**src/blank_pkg.sv**
```systemverilog
// Purpose: Constants for the comparator blanking and mask logic
// Assumes: 32-bit AHB-Lite register access, one word per register
// Notes: Register offsets are chosen locally
package blank_pkg;
  localparam logic [7:0] GATE_CTRL_OFS = 8'h00;
  localparam logic [7:0] SRC_SEL_OFS = 8'h04;
  localparam logic [7:0] STATUS_OFS = 8'h08;
  localparam logic [15:0] GATE_CTRL_RST = 16'h0000;
  localparam logic [15:0] SRC_SEL_RST = 16'h0000;
  localparam logic [15:0] GATE_CTRL_WMASK = 16'hBFFF;
  localparam logic [15:0] SRC_SEL_WMASK = 16'h000F;
  localparam int POL_BIT = 15;
  localparam int OR_C_TRUE_BIT = 13;
  localparam int OR_C_INV_BIT = 12;
  localparam int OR_B_TRUE_BIT = 11;
  localparam int OR_B_INV_BIT = 10;
  localparam int OR_A_TRUE_BIT = 9;
  localparam int OR_A_INV_BIT = 8;
  localparam int AND_INV_SEL_BIT = 7;
  localparam int AND_TRUE_SEL_BIT = 6;
  localparam int AND_C_TRUE_BIT = 5;
  localparam int AND_C_INV_BIT = 4;
  localparam int AND_B_TRUE_BIT = 3;
  localparam int AND_B_INV_BIT = 2;
  localparam int AND_A_TRUE_BIT = 1;
  localparam int AND_A_INV_BIT = 0;
  localparam int SRC_A_LSB = 0;
  localparam int SRC_W = 4;
  typedef enum logic [3:0] {
    SRC_P1_LOW = 4'b0000,
    SRC_P1_HIGH = 4'b0001,
    SRC_P2_LOW = 4'b0010,
    SRC_P2_HIGH = 4'b0011,
    SRC_P3_LOW = 4'b0100,
    SRC_P3_HIGH = 4'b0101,
    SRC_FAULT_A = 4'b1111
  } src_code_t;
  typedef enum logic [1:0] {
    ST_IDLE = 2'b00,
    ST_WRITE = 2'b01,
    ST_READ = 2'b10
  } bus_state_t;
endpackage

```
**src/blank_mask.sv**
```systemverilog
// Purpose: Comparator blanking source select and AND/OR gating
// Assumes: AHB-Lite single word transfers, PWM and fault inputs synchronous
// Notes: Blanking output and gated comparator are registered
// Function
// - 4-bit mask A selector: 0-5 PWM pair low/high, 15 fault A, else reserved
// - Bits 13, 11, 9 add true C, B, A levels to OR gate
// - Bits 12, 10, 8 add inverted C, B, A levels to OR gate
// - Bit 7 feeds inverted AND output into OR gate
// - Bit 6 feeds true AND output into OR gate
// - Bits 5..0 add true or inverted C, B, A levels to AND gate
`timescale 1ns/1ps
module blank_mask
  import blank_pkg::*;
(
  input wire logic hclk, // System clock
  input wire logic hresetn, // Async reset, active low
  input wire logic hsel, // Slave select
  input wire logic [7:0] haddr, // Byte address
  input wire logic [1:0] htrans, // Transfer type
  input wire logic hwrite, // Write when high
  input wire logic [2:0] hsize, // Transfer size
  input wire logic hready, // Bus ready in
  input wire logic [31:0] hwdata, // Write data
  output logic [31:0] hrdata, // Read data
  output logic hreadyout, // Slave ready
  output logic hresp, // Response, always OKAY
  input wire logic pwm_pair1_low, // PWM pair 1 low output
  input wire logic pwm_pair1_high, // PWM pair 1 high output
  input wire logic pwm_pair2_low, // PWM pair 2 low output
  input wire logic pwm_pair2_high, // PWM pair 2 high output
  input wire logic pwm_pair3_low, // PWM pair 3 low output
  input wire logic pwm_pair3_high, // PWM pair 3 high output
  input wire logic fault_input_a, // Fault input A
  input wire logic mask_input_b, // Mask B, selected outside
  input wire logic mask_input_c, // Mask C, selected outside
  input wire logic comp_raw, // Raw comparator output
  output logic blank_active, // Blanking signal, registered
  output logic comp_out // Comparator after blanking, registered
);
  import blank_pkg::*;

  logic [15:0] gate_ctrl_r;
  logic [15:0] src_sel_r;
  logic [31:0] hrdata_r;
  logic blank_r;
  logic comp_r;
  logic held_r;
  bus_state_t state_r;
  logic [7:0] addr_r;
  logic mask_input_a;
  logic mask_and_output;
  logic blank_nxt;
  logic [2:0] and_t;
  logic [2:0] or_t;
  logic [2:0] mlev;
  logic accept;
  logic block_now;

  assign accept = hsel & hready & htrans[1];
  assign hreadyout = 1'b1;
  assign hresp = 1'b0;
  assign hrdata = hrdata_r;
  assign blank_active = blank_r;
  assign comp_out = comp_r;

  // Bus phase tracking, zero wait states
  always_ff @(posedge hclk or negedge hresetn) begin
    if (!hresetn) begin
      state_r <= ST_IDLE;
      addr_r <= 8'h00;
    end else if (hready) begin
      if (accept) begin
        state_r <= hwrite ? ST_WRITE : ST_READ;
        addr_r <= haddr;
      end else begin
        state_r <= ST_IDLE;
      end
    end
  end

  // Register writes in data phase; unmapped and reserved bits dropped
  always_ff @(posedge hclk or negedge hresetn) begin
    if (!hresetn) begin
      gate_ctrl_r <= GATE_CTRL_RST;
      src_sel_r <= SRC_SEL_RST;
    end else if (state_r == ST_WRITE) begin
      case (addr_r)
        GATE_CTRL_OFS: gate_ctrl_r <= hwdata[15:0] & GATE_CTRL_WMASK;
        SRC_SEL_OFS: src_sel_r <= hwdata[15:0] & SRC_SEL_WMASK;
        default: ;
      endcase
    end
  end

  // Read data latched at address phase, stands in data phase
  always_ff @(posedge hclk or negedge hresetn) begin
    if (!hresetn) begin
      hrdata_r <= 32'h0000_0000;
    end else if (accept && !hwrite) begin
      case (haddr)
        GATE_CTRL_OFS: hrdata_r <= {16'h0000, gate_ctrl_r};
        SRC_SEL_OFS: hrdata_r <= {16'h0000, src_sel_r};
        STATUS_OFS: hrdata_r <= {28'h0000000, held_r, mask_input_a, blank_r, comp_r};
        default: hrdata_r <= 32'h0000_0000;
      endcase
    end
  end

  // Mask A source; reserved codes give 0 so they never blank via true terms
  always_comb begin
    case (src_code_t'(src_sel_r[SRC_A_LSB +: SRC_W]))
      SRC_P1_LOW: mask_input_a = pwm_pair1_low;
      SRC_P1_HIGH: mask_input_a = pwm_pair1_high;
      SRC_P2_LOW: mask_input_a = pwm_pair2_low;
      SRC_P2_HIGH: mask_input_a = pwm_pair2_high;
      SRC_P3_LOW: mask_input_a = pwm_pair3_low;
      SRC_P3_HIGH: mask_input_a = pwm_pair3_high;
      SRC_FAULT_A: mask_input_a = fault_input_a;
      default: mask_input_a = 1'b0;
    endcase
  end

  assign mlev = {mask_input_c, mask_input_b, mask_input_a};

  genvar gi;
  generate
    for (gi = 0; gi < 3; gi++) begin : g_term
      mask_gate_term #(.IS_AND(1'b1)) u_and (
        .level(mlev[gi]),
        .true_en(gate_ctrl_r[AND_A_TRUE_BIT + 2 * gi]),
        .inv_en(gate_ctrl_r[AND_A_INV_BIT + 2 * gi]),
        .term(and_t[gi])
      );
      mask_gate_term #(.IS_AND(1'b0)) u_or (
        .level(mlev[gi]),
        .true_en(gate_ctrl_r[OR_A_TRUE_BIT + 2 * gi]),
        .inv_en(gate_ctrl_r[OR_A_INV_BIT + 2 * gi]),
        .term(or_t[gi])
      );
    end
  endgenerate

  // Empty AND gate would read 1; treat as inactive so reset state never blanks
  assign mask_and_output = (|gate_ctrl_r[AND_C_TRUE_BIT:AND_A_INV_BIT]) & (&and_t);

  always_comb begin
    blank_nxt = |or_t;
    blank_nxt = blank_nxt | (gate_ctrl_r[AND_TRUE_SEL_BIT] & mask_and_output);
    blank_nxt = blank_nxt | (gate_ctrl_r[AND_INV_SEL_BIT] & ~mask_and_output);
  end

  // One blocking test shared by the hold flag and the output stage
  assign block_now = blank_nxt && (comp_raw == ~gate_ctrl_r[POL_BIT]);

  // Registered so a combinational glitch never reaches the output
  always_ff @(posedge hclk or negedge hresetn) begin
    if (!hresetn) begin
      blank_r <= 1'b0;
    end else begin
      blank_r <= blank_nxt;
    end
  end

  // Hold flag, visible to software through the status word
  always_ff @(posedge hclk or negedge hresetn) begin
    if (!hresetn) begin
      held_r <= 1'b0;
    end else begin
      held_r <= block_now;
    end
  end

  // Blanked output holds its last value rather than passing an asserted level
  always_ff @(posedge hclk or negedge hresetn) begin
    if (!hresetn) begin
      comp_r <= 1'b0;
    end else if (!block_now) begin
      comp_r <= comp_raw;
    end
  end

  pol_low_a: assert property (@(posedge hclk) disable iff (!hresetn)
    (blank_nxt && gate_ctrl_r[POL_BIT] && !comp_raw) |=> comp_out == $past(comp_out))
    else $error("low-asserted output passed while blanked");
  pol_high_a: assert property (@(posedge hclk) disable iff (!hresetn)
    (blank_nxt && !gate_ctrl_r[POL_BIT] && comp_raw) |=> comp_out == $past(comp_out))
    else $error("high-asserted output passed while blanked");
  pass_clear_a: assert property (@(posedge hclk) disable iff (!hresetn)
    !blank_nxt |=> comp_out == $past(comp_raw))
    else $error("comparator not passed when not blanked");
  src_fault_a: assert property (@(posedge hclk) disable iff (!hresetn)
    src_sel_r[3:0] == 4'hF |-> mask_input_a == fault_input_a)
    else $error("fault source not selected");
  src_reserved_a: assert property (@(posedge hclk) disable iff (!hresetn)
    (src_sel_r[3:0] > 4'h5 && src_sel_r[3:0] != 4'hF) |-> !mask_input_a)
    else $error("reserved source not quiet");
  or_a_true_a: assert property (@(posedge hclk) disable iff (!hresetn)
    (gate_ctrl_r[9] && mask_input_a) |=> blank_active)
    else $error("true A term missing from blanking");
  or_c_inv_a: assert property (@(posedge hclk) disable iff (!hresetn)
    (gate_ctrl_r[12] && !mask_input_c) |=> blank_active)
    else $error("inverted C term missing from blanking");
  and_true_a: assert property (@(posedge hclk) disable iff (!hresetn)
    (gate_ctrl_r[6] && gate_ctrl_r[1] && gate_ctrl_r[5:2] == 4'h0 && mask_input_a) |=> blank_active)
    else $error("true AND output missing from blanking");
  and_inv_a: assert property (@(posedge hclk) disable iff (!hresetn)
    (gate_ctrl_r[15:6] == 10'h002 && gate_ctrl_r[5:0] == 6'h01 && !mask_input_a) |=> !blank_active)
    else $error("inverted AND output wrongly blanked");
  reset_quiet_a: assert property (@(posedge hclk) disable iff (!hresetn)
    gate_ctrl_r == 16'h0000 |=> !blank_active)
    else $error("blanking with all gating off");

  // Source codes 0 to 5 each route exactly their own candidate; reserved register bits stay 0
  src_p1_low_a: assert property (@(posedge hclk) disable iff (!hresetn)
    src_sel_r[3:0] == 4'h0
    |-> mask_input_a == pwm_pair1_low)
    else $error("pair 1 low source not selected");
  src_p1_high_a: assert property (@(posedge hclk) disable iff (!hresetn)
    src_sel_r[3:0] == 4'h1
    |-> mask_input_a == pwm_pair1_high)
    else $error("pair 1 high source not selected");
  src_p2_low_a: assert property (@(posedge hclk) disable iff (!hresetn)
    src_sel_r[3:0] == 4'h2
    |-> mask_input_a == pwm_pair2_low)
    else $error("pair 2 low source not selected");
  src_p2_high_a: assert property (@(posedge hclk) disable iff (!hresetn)
    src_sel_r[3:0] == 4'h3
    |-> mask_input_a == pwm_pair2_high)
    else $error("pair 2 high source not selected");
  src_p3_low_a: assert property (@(posedge hclk) disable iff (!hresetn)
    src_sel_r[3:0] == 4'h4
    |-> mask_input_a == pwm_pair3_low)
    else $error("pair 3 low source not selected");
  src_p3_high_a: assert property (@(posedge hclk) disable iff (!hresetn)
    src_sel_r[3:0] == 4'h5
    |-> mask_input_a == pwm_pair3_high)
    else $error("pair 3 high source not selected");
  reserved_zero_a: assert property (@(posedge hclk) disable iff (!hresetn)
    1'b1
    |-> (gate_ctrl_r[14] == 1'b0 && src_sel_r[15:4] == 12'h000))
    else $error("reserved register bits set");

  // OR gate terms, true and inverted, one input at a time
  or_a_inv_a: assert property (@(posedge hclk) disable iff (!hresetn)
    (gate_ctrl_r[8] && !mask_input_a)
    |=> blank_active)
    else $error("inverted A term missing from blanking");
  or_b_true_a: assert property (@(posedge hclk) disable iff (!hresetn)
    (gate_ctrl_r[11] && mask_input_b)
    |=> blank_active)
    else $error("true B term missing from blanking");
  or_b_inv_a: assert property (@(posedge hclk) disable iff (!hresetn)
    (gate_ctrl_r[10] && !mask_input_b)
    |=> blank_active)
    else $error("inverted B term missing from blanking");
  or_c_true_a: assert property (@(posedge hclk) disable iff (!hresetn)
    (gate_ctrl_r[13] && mask_input_c)
    |=> blank_active)
    else $error("true C term missing from blanking");
  or_a_off_a: assert property (@(posedge hclk) disable iff (!hresetn)
    (gate_ctrl_r == 16'h0200 && !mask_input_a)
    |=> !blank_active)
    else $error("low A level blanked through true term");

  // AND gate terms seen through the true AND select
  and_b_inv_a: assert property (@(posedge hclk) disable iff (!hresetn)
    (gate_ctrl_r == 16'h0044 && !mask_input_b)
    |=> blank_active)
    else $error("inverted B AND term missing");
  and_b_off_a: assert property (@(posedge hclk) disable iff (!hresetn)
    (gate_ctrl_r == 16'h0044 && mask_input_b)
    |=> !blank_active)
    else $error("inverted B AND term passed a high level");
  and_c_inv_a: assert property (@(posedge hclk) disable iff (!hresetn)
    (gate_ctrl_r == 16'h0050 && !mask_input_c)
    |=> blank_active)
    else $error("inverted C AND term missing");
  and_c_true_a: assert property (@(posedge hclk) disable iff (!hresetn)
    (gate_ctrl_r == 16'h0060 && mask_input_c)
    |=> blank_active)
    else $error("true C AND term missing");
  // Empty AND gate reads 0, so its inverse always blanks
  and_inv_empty_a: assert property (@(posedge hclk) disable iff (!hresetn)
    gate_ctrl_r == 16'h0080
    |=> blank_active)
    else $error("inverted empty AND output not blanking");
  and_true_empty_a: assert property (@(posedge hclk) disable iff (!hresetn)
    gate_ctrl_r == 16'h0040
    |=> !blank_active)
    else $error("empty AND output blanking");

  // Non-asserted levels always pass whatever the blanking state
  pass_high_a: assert property (@(posedge hclk) disable iff (!hresetn)
    (gate_ctrl_r[POL_BIT] && comp_raw)
    |=> comp_out)
    else $error("high level blocked under low polarity");
  pass_low_a: assert property (@(posedge hclk) disable iff (!hresetn)
    (!gate_ctrl_r[POL_BIT] && !comp_raw)
    |=> !comp_out)
    else $error("low level blocked under high polarity");

  blank_seen_c: cover property (@(posedge hclk) disable iff (!hresetn) blank_active);
  held_low_c: cover property (@(posedge hclk) disable iff (!hresetn) held_r && gate_ctrl_r[POL_BIT]);
  held_high_c: cover property (@(posedge hclk) disable iff (!hresetn) held_r && !gate_ctrl_r[POL_BIT]);
  and_path_c: cover property (@(posedge hclk) disable iff (!hresetn) mask_and_output && gate_ctrl_r[6]);
  fault_src_c: cover property (@(posedge hclk) disable iff (!hresetn) src_sel_r[3:0] == 4'hF && mask_input_a);
endmodule // blank_mask

```
**src/mask_gate_term.sv**
```systemverilog
// Purpose: One enabled true and inverted term pair of a mask gate
// Assumes: Purely combinational
// Notes: Neutral value given when disabled
`timescale 1ns/1ps
module mask_gate_term #(
  parameter bit IS_AND = 1'b0 // AND gate term when set
) (
  input wire logic level, // Mask input level
  input wire logic true_en, // True term enable
  input wire logic inv_en, // Inverted term enable
  output logic term // Combined contribution
);
  // AND neutral is 1, OR neutral is 0
  always_comb begin
    if (IS_AND) begin
      term = (~true_en | level) & (~inv_en | ~level);
    end else begin
      term = (true_en & level) | (inv_en & ~level);
    end
  end
endmodule // mask_gate_term

```
**config.mk**
```make
export PLATFORM = sky130hd
export DESIGN_NAME = blank_mask
export DESIGN_NICKNAME = d
export VERILOG_FILES = /design/src/blank_pkg.sv /design/src/blank_mask.sv /design/src/mask_gate_term.sv
export SDC_FILE = /design/constraint.sdc
export NUM_CORES = 1
export LEC_CHECK = 0
export BUFFER_PORTS_ARGS = -buffer_cell sky130_fd_sc_hd__buf_2
export CORE_ASPECT_RATIO = 2
export CORE_UTILIZATION = 51
export CTS_BUF_LIST = sky130_fd_sc_hd__clkbuf_8 sky130_fd_sc_hd__clkbuf_16
export DETAILED_ROUTE_END_ITERATION = 10
export HOLD_SLACK_MARGIN = 0.12
export PLACE_DENSITY = 0.85
export SLEW_MARGIN = 15
export SYNTH_ARGS = -nofsm -noshare
export SYNTH_HDL_FRONTEND = slang
export SYNTH_SLANG_ARGS = --single-unit
```
**constraint.sdc**
```tcl
create_clock -name hclk -period 6 [get_ports hclk]
set_clock_uncertainty 0.15 [all_clocks]
set_input_delay 0.3 -clock hclk [delete_from_list [all_inputs] [get_ports hclk]]
set_output_delay 0.3 -clock hclk [all_outputs]
set_load 0.05 [all_outputs]
```
==> impl_metrics.toml <==
[run_status]
outcome = "finished, final reports clean"

[finish]
design_area_um2 = 2840
antenna-diode-count = 0
syn_to_final_growth_pct = 25.7
mostFrequentLayoutCells = "buf_2, dfrtp_1, mux2_2, dlygate4sd3_1, conb_1"
final_common_cell = "buf_2"
nNetsFinal = 330
layout-drive-gt1-share_pct = 35.4

[timing]
fin_crit_ns = 3.16
fin_tns_setup_ns = 0
drv_slew = 0
fmax_mhz = 317
fin_crit_sh_pct = 52.6
setup_viol = 0
hold_viol = 0
tightest_slew_ns = 1.02
rsz0062_at_grt = "no"
slew_headroom_pct = 32.1

[die]
die_w_um = 49.0
die-area_um2 = 4710
initial_utilization_pct = 54.1
coreArea_um2 = 4170
num_rows = 33
fp.dieH_um = 96.1
top_level_ports = 96

[grt]
grt_pass1_vias = 1764
antenna_found_initial = 0
met1_usage_pct = 22.9
grt.overflow.total = 0
use_met3_pct = 6.00
top_usage_layer = "met2"
grt_pass1_wl_mm = 7.92
use_met2_pct = 40.5
grt_usage_pct = 23.0
grt_max_degree = 48

[setup_path]
crit_arrival_ns = 3.25
worstPathMaxFanout = 17
start_kind = "primary input"
critPathKind = "in -> reg"
critical_path.top_delay_family = "simple AND/OR/NAND/NOR gates"
worst_setup_path_end_kind = "flip-flop"
cpPeakStageDelay_ns = 0.72
required_ns = 6.09
crit_slowest_cell = "or4_1"
path_cells = "dlygate4sd3_1 -> buf_2 -> nand3_2 -> nand2b_1 -> or4_1 -> nor3_2 -> a22o_2"
crit_buf_inv = 2

[logic_synthesis]
syn-cell-area_um2 = 2260
synth_edf_count = 0
ys.flop_type = "dfrtp_1"
synth-seq-cells = 47
synth-async-reset-ratio_pct = 100
yosysUniqueCellTypes = 36
ys_seq_area_share_pct = 52.1
netlist_instances = 192
yosysWarnings = 0
avgSynthCellArea_um2 = 11.7

[power]
power_density_nw_per_um2 = 275
cellLeakagePower_nw = 1.46
ir_worst_vdd_v = 0.000256

[detailed_routing]
drtPass1Iterations = 4
vias = 1694
drt-vias-per-instance = 5.24
antenna_left = 0
drc_errors = 0
routed_wl_mm = 4.72
drtIter0Drc = 38
wl_per_cell_um = 14.6

[clocking]
cts_resized = 0
post_cts_buffers = 0
cts_root_buffer = "clkbuf_8"
worst_setup_hold_path_clk_slew_ns = 0.08
clk_latency_ns = 0.30
cts_tree = "done"
htree_levels = 2
cts.sinks = 47
cts_buffers = 5
cts_max_path_buffers = 2
cts_hold_buf = 24

[worst_hold_path]
hold_path_class = "in -> reg"

[placed_design]
io_buffers = 55
dpl-instance-area_um2 = 2490
gp_congestion = 0.907
dp_hpwl_mm = 3.51

[job]
max_cap_viol_count = 0
## registers in the layout (all words and copies together) (netlist names)
name / flops
state_r: 2
blank_active: 1
addr_r: 8
gate_ctrl_r: 15
comp_out: 1
src_sel_r: 4
held_r: 1
hrdata: 15
## report_power, final
part / internal (mW) / switching (mW) / leakage [nW]
Combinational: 0.0783 / 0.108 / 0.803
Sequential: 0.356 / 0.0341 / 0.604
Clock: 0.103 / 0.0989 / 0.0557
Total: 0.538 / 0.241 / 1.46
## final timing paths
check | start | endpoint | slack [ns] | cells past startpoint
setup / recovery | hready | hrdata[5] | 2.84 | 7
hold / removal | comp_raw | comp_out | 0.15 | 3
setup reg to reg | gate_ctrl_r[5] | held_r | 3.62 | 6
hold reg to reg | hrdata[1] | hrdata[1] | 0.33 | 2
max in group asynchronous | hresetn | gate_ctrl_r[13] | 4.52 | 2
min in group asynchronous | hresetn | hrdata[6] | 0.55 | 2
## metal layers
metal / vias up / share of wire (%)
met2: 72 / 56
met3: 19 / 4.4
met1: 808 / 35
li1: 795 / -
met5: - / 0
met4: 0 / 5.2
## cells by family (layout without fill, tap and decap cells)
logic type             Yosys count  count (layout)  share of synthesized area (%)
flip-flops                      47              47                           52.1
AO/OA/AOI/OAI                   37              37                           12.9
buffers and inverters           37              99                           9.48
multiplexers                    34              34                           16.4
AND/OR/NAND/NOR                 34              34                           8.32
other                            2              19                          0.333
XOR/XNOR                         1               1                          0.388
## synth_stat cells, types with 2 or more instances
master	n	share of area, %
nor2_1	10	1.7
or4_1	2	0.67
nand4_1	2	0.55
mux2_2	24	12
clkbuf_1	6	1.0
o21ai_0	10	2.2
inv_1	11	1.8
nor2b_1	3	0.83
nand2_1	8	1.3
mux2i_1	10	4.4
a22o_1	10	3.9
a21oi_1	4	0.89
dfrtp_1	47	52
conb_1	2	0.33
a311oi_1	3	1.2
buf_4	20	6.7
## layout make-up
class	count	area [µm²]
timing repair buffer	80	523
sequential	47	1180
multi-input combinational	125	930
inverter	11	41.3
clock inverter	1	3.75
fill	324	1340
tap	52	65.1
clock buffer	7	96.3
## metrics by stage
step           worst slack (ns)  hold WS [ns]  utilization [%]  total power [mW]  instances
5_1_grt                    2.64         0.157             68.0             0.823        323
3_5_place_dp               3.04         0.315             59.8             0.571        291
4_1_cts                    2.83         0.145             68.0             0.782        323
6_report                   2.84         0.149             68.0             0.779        323
3_3_place_gp               3.07         0.308             59.8             0.562        291
2_1_floorplan              3.77        -0.146                -             0.528        209
## tightest hold or removal path: stages
cell	delay [ns]
buf_2	0.12
inv_1	0.06
o211ai_2	0.08
Power figures use the tool's default switching activity.
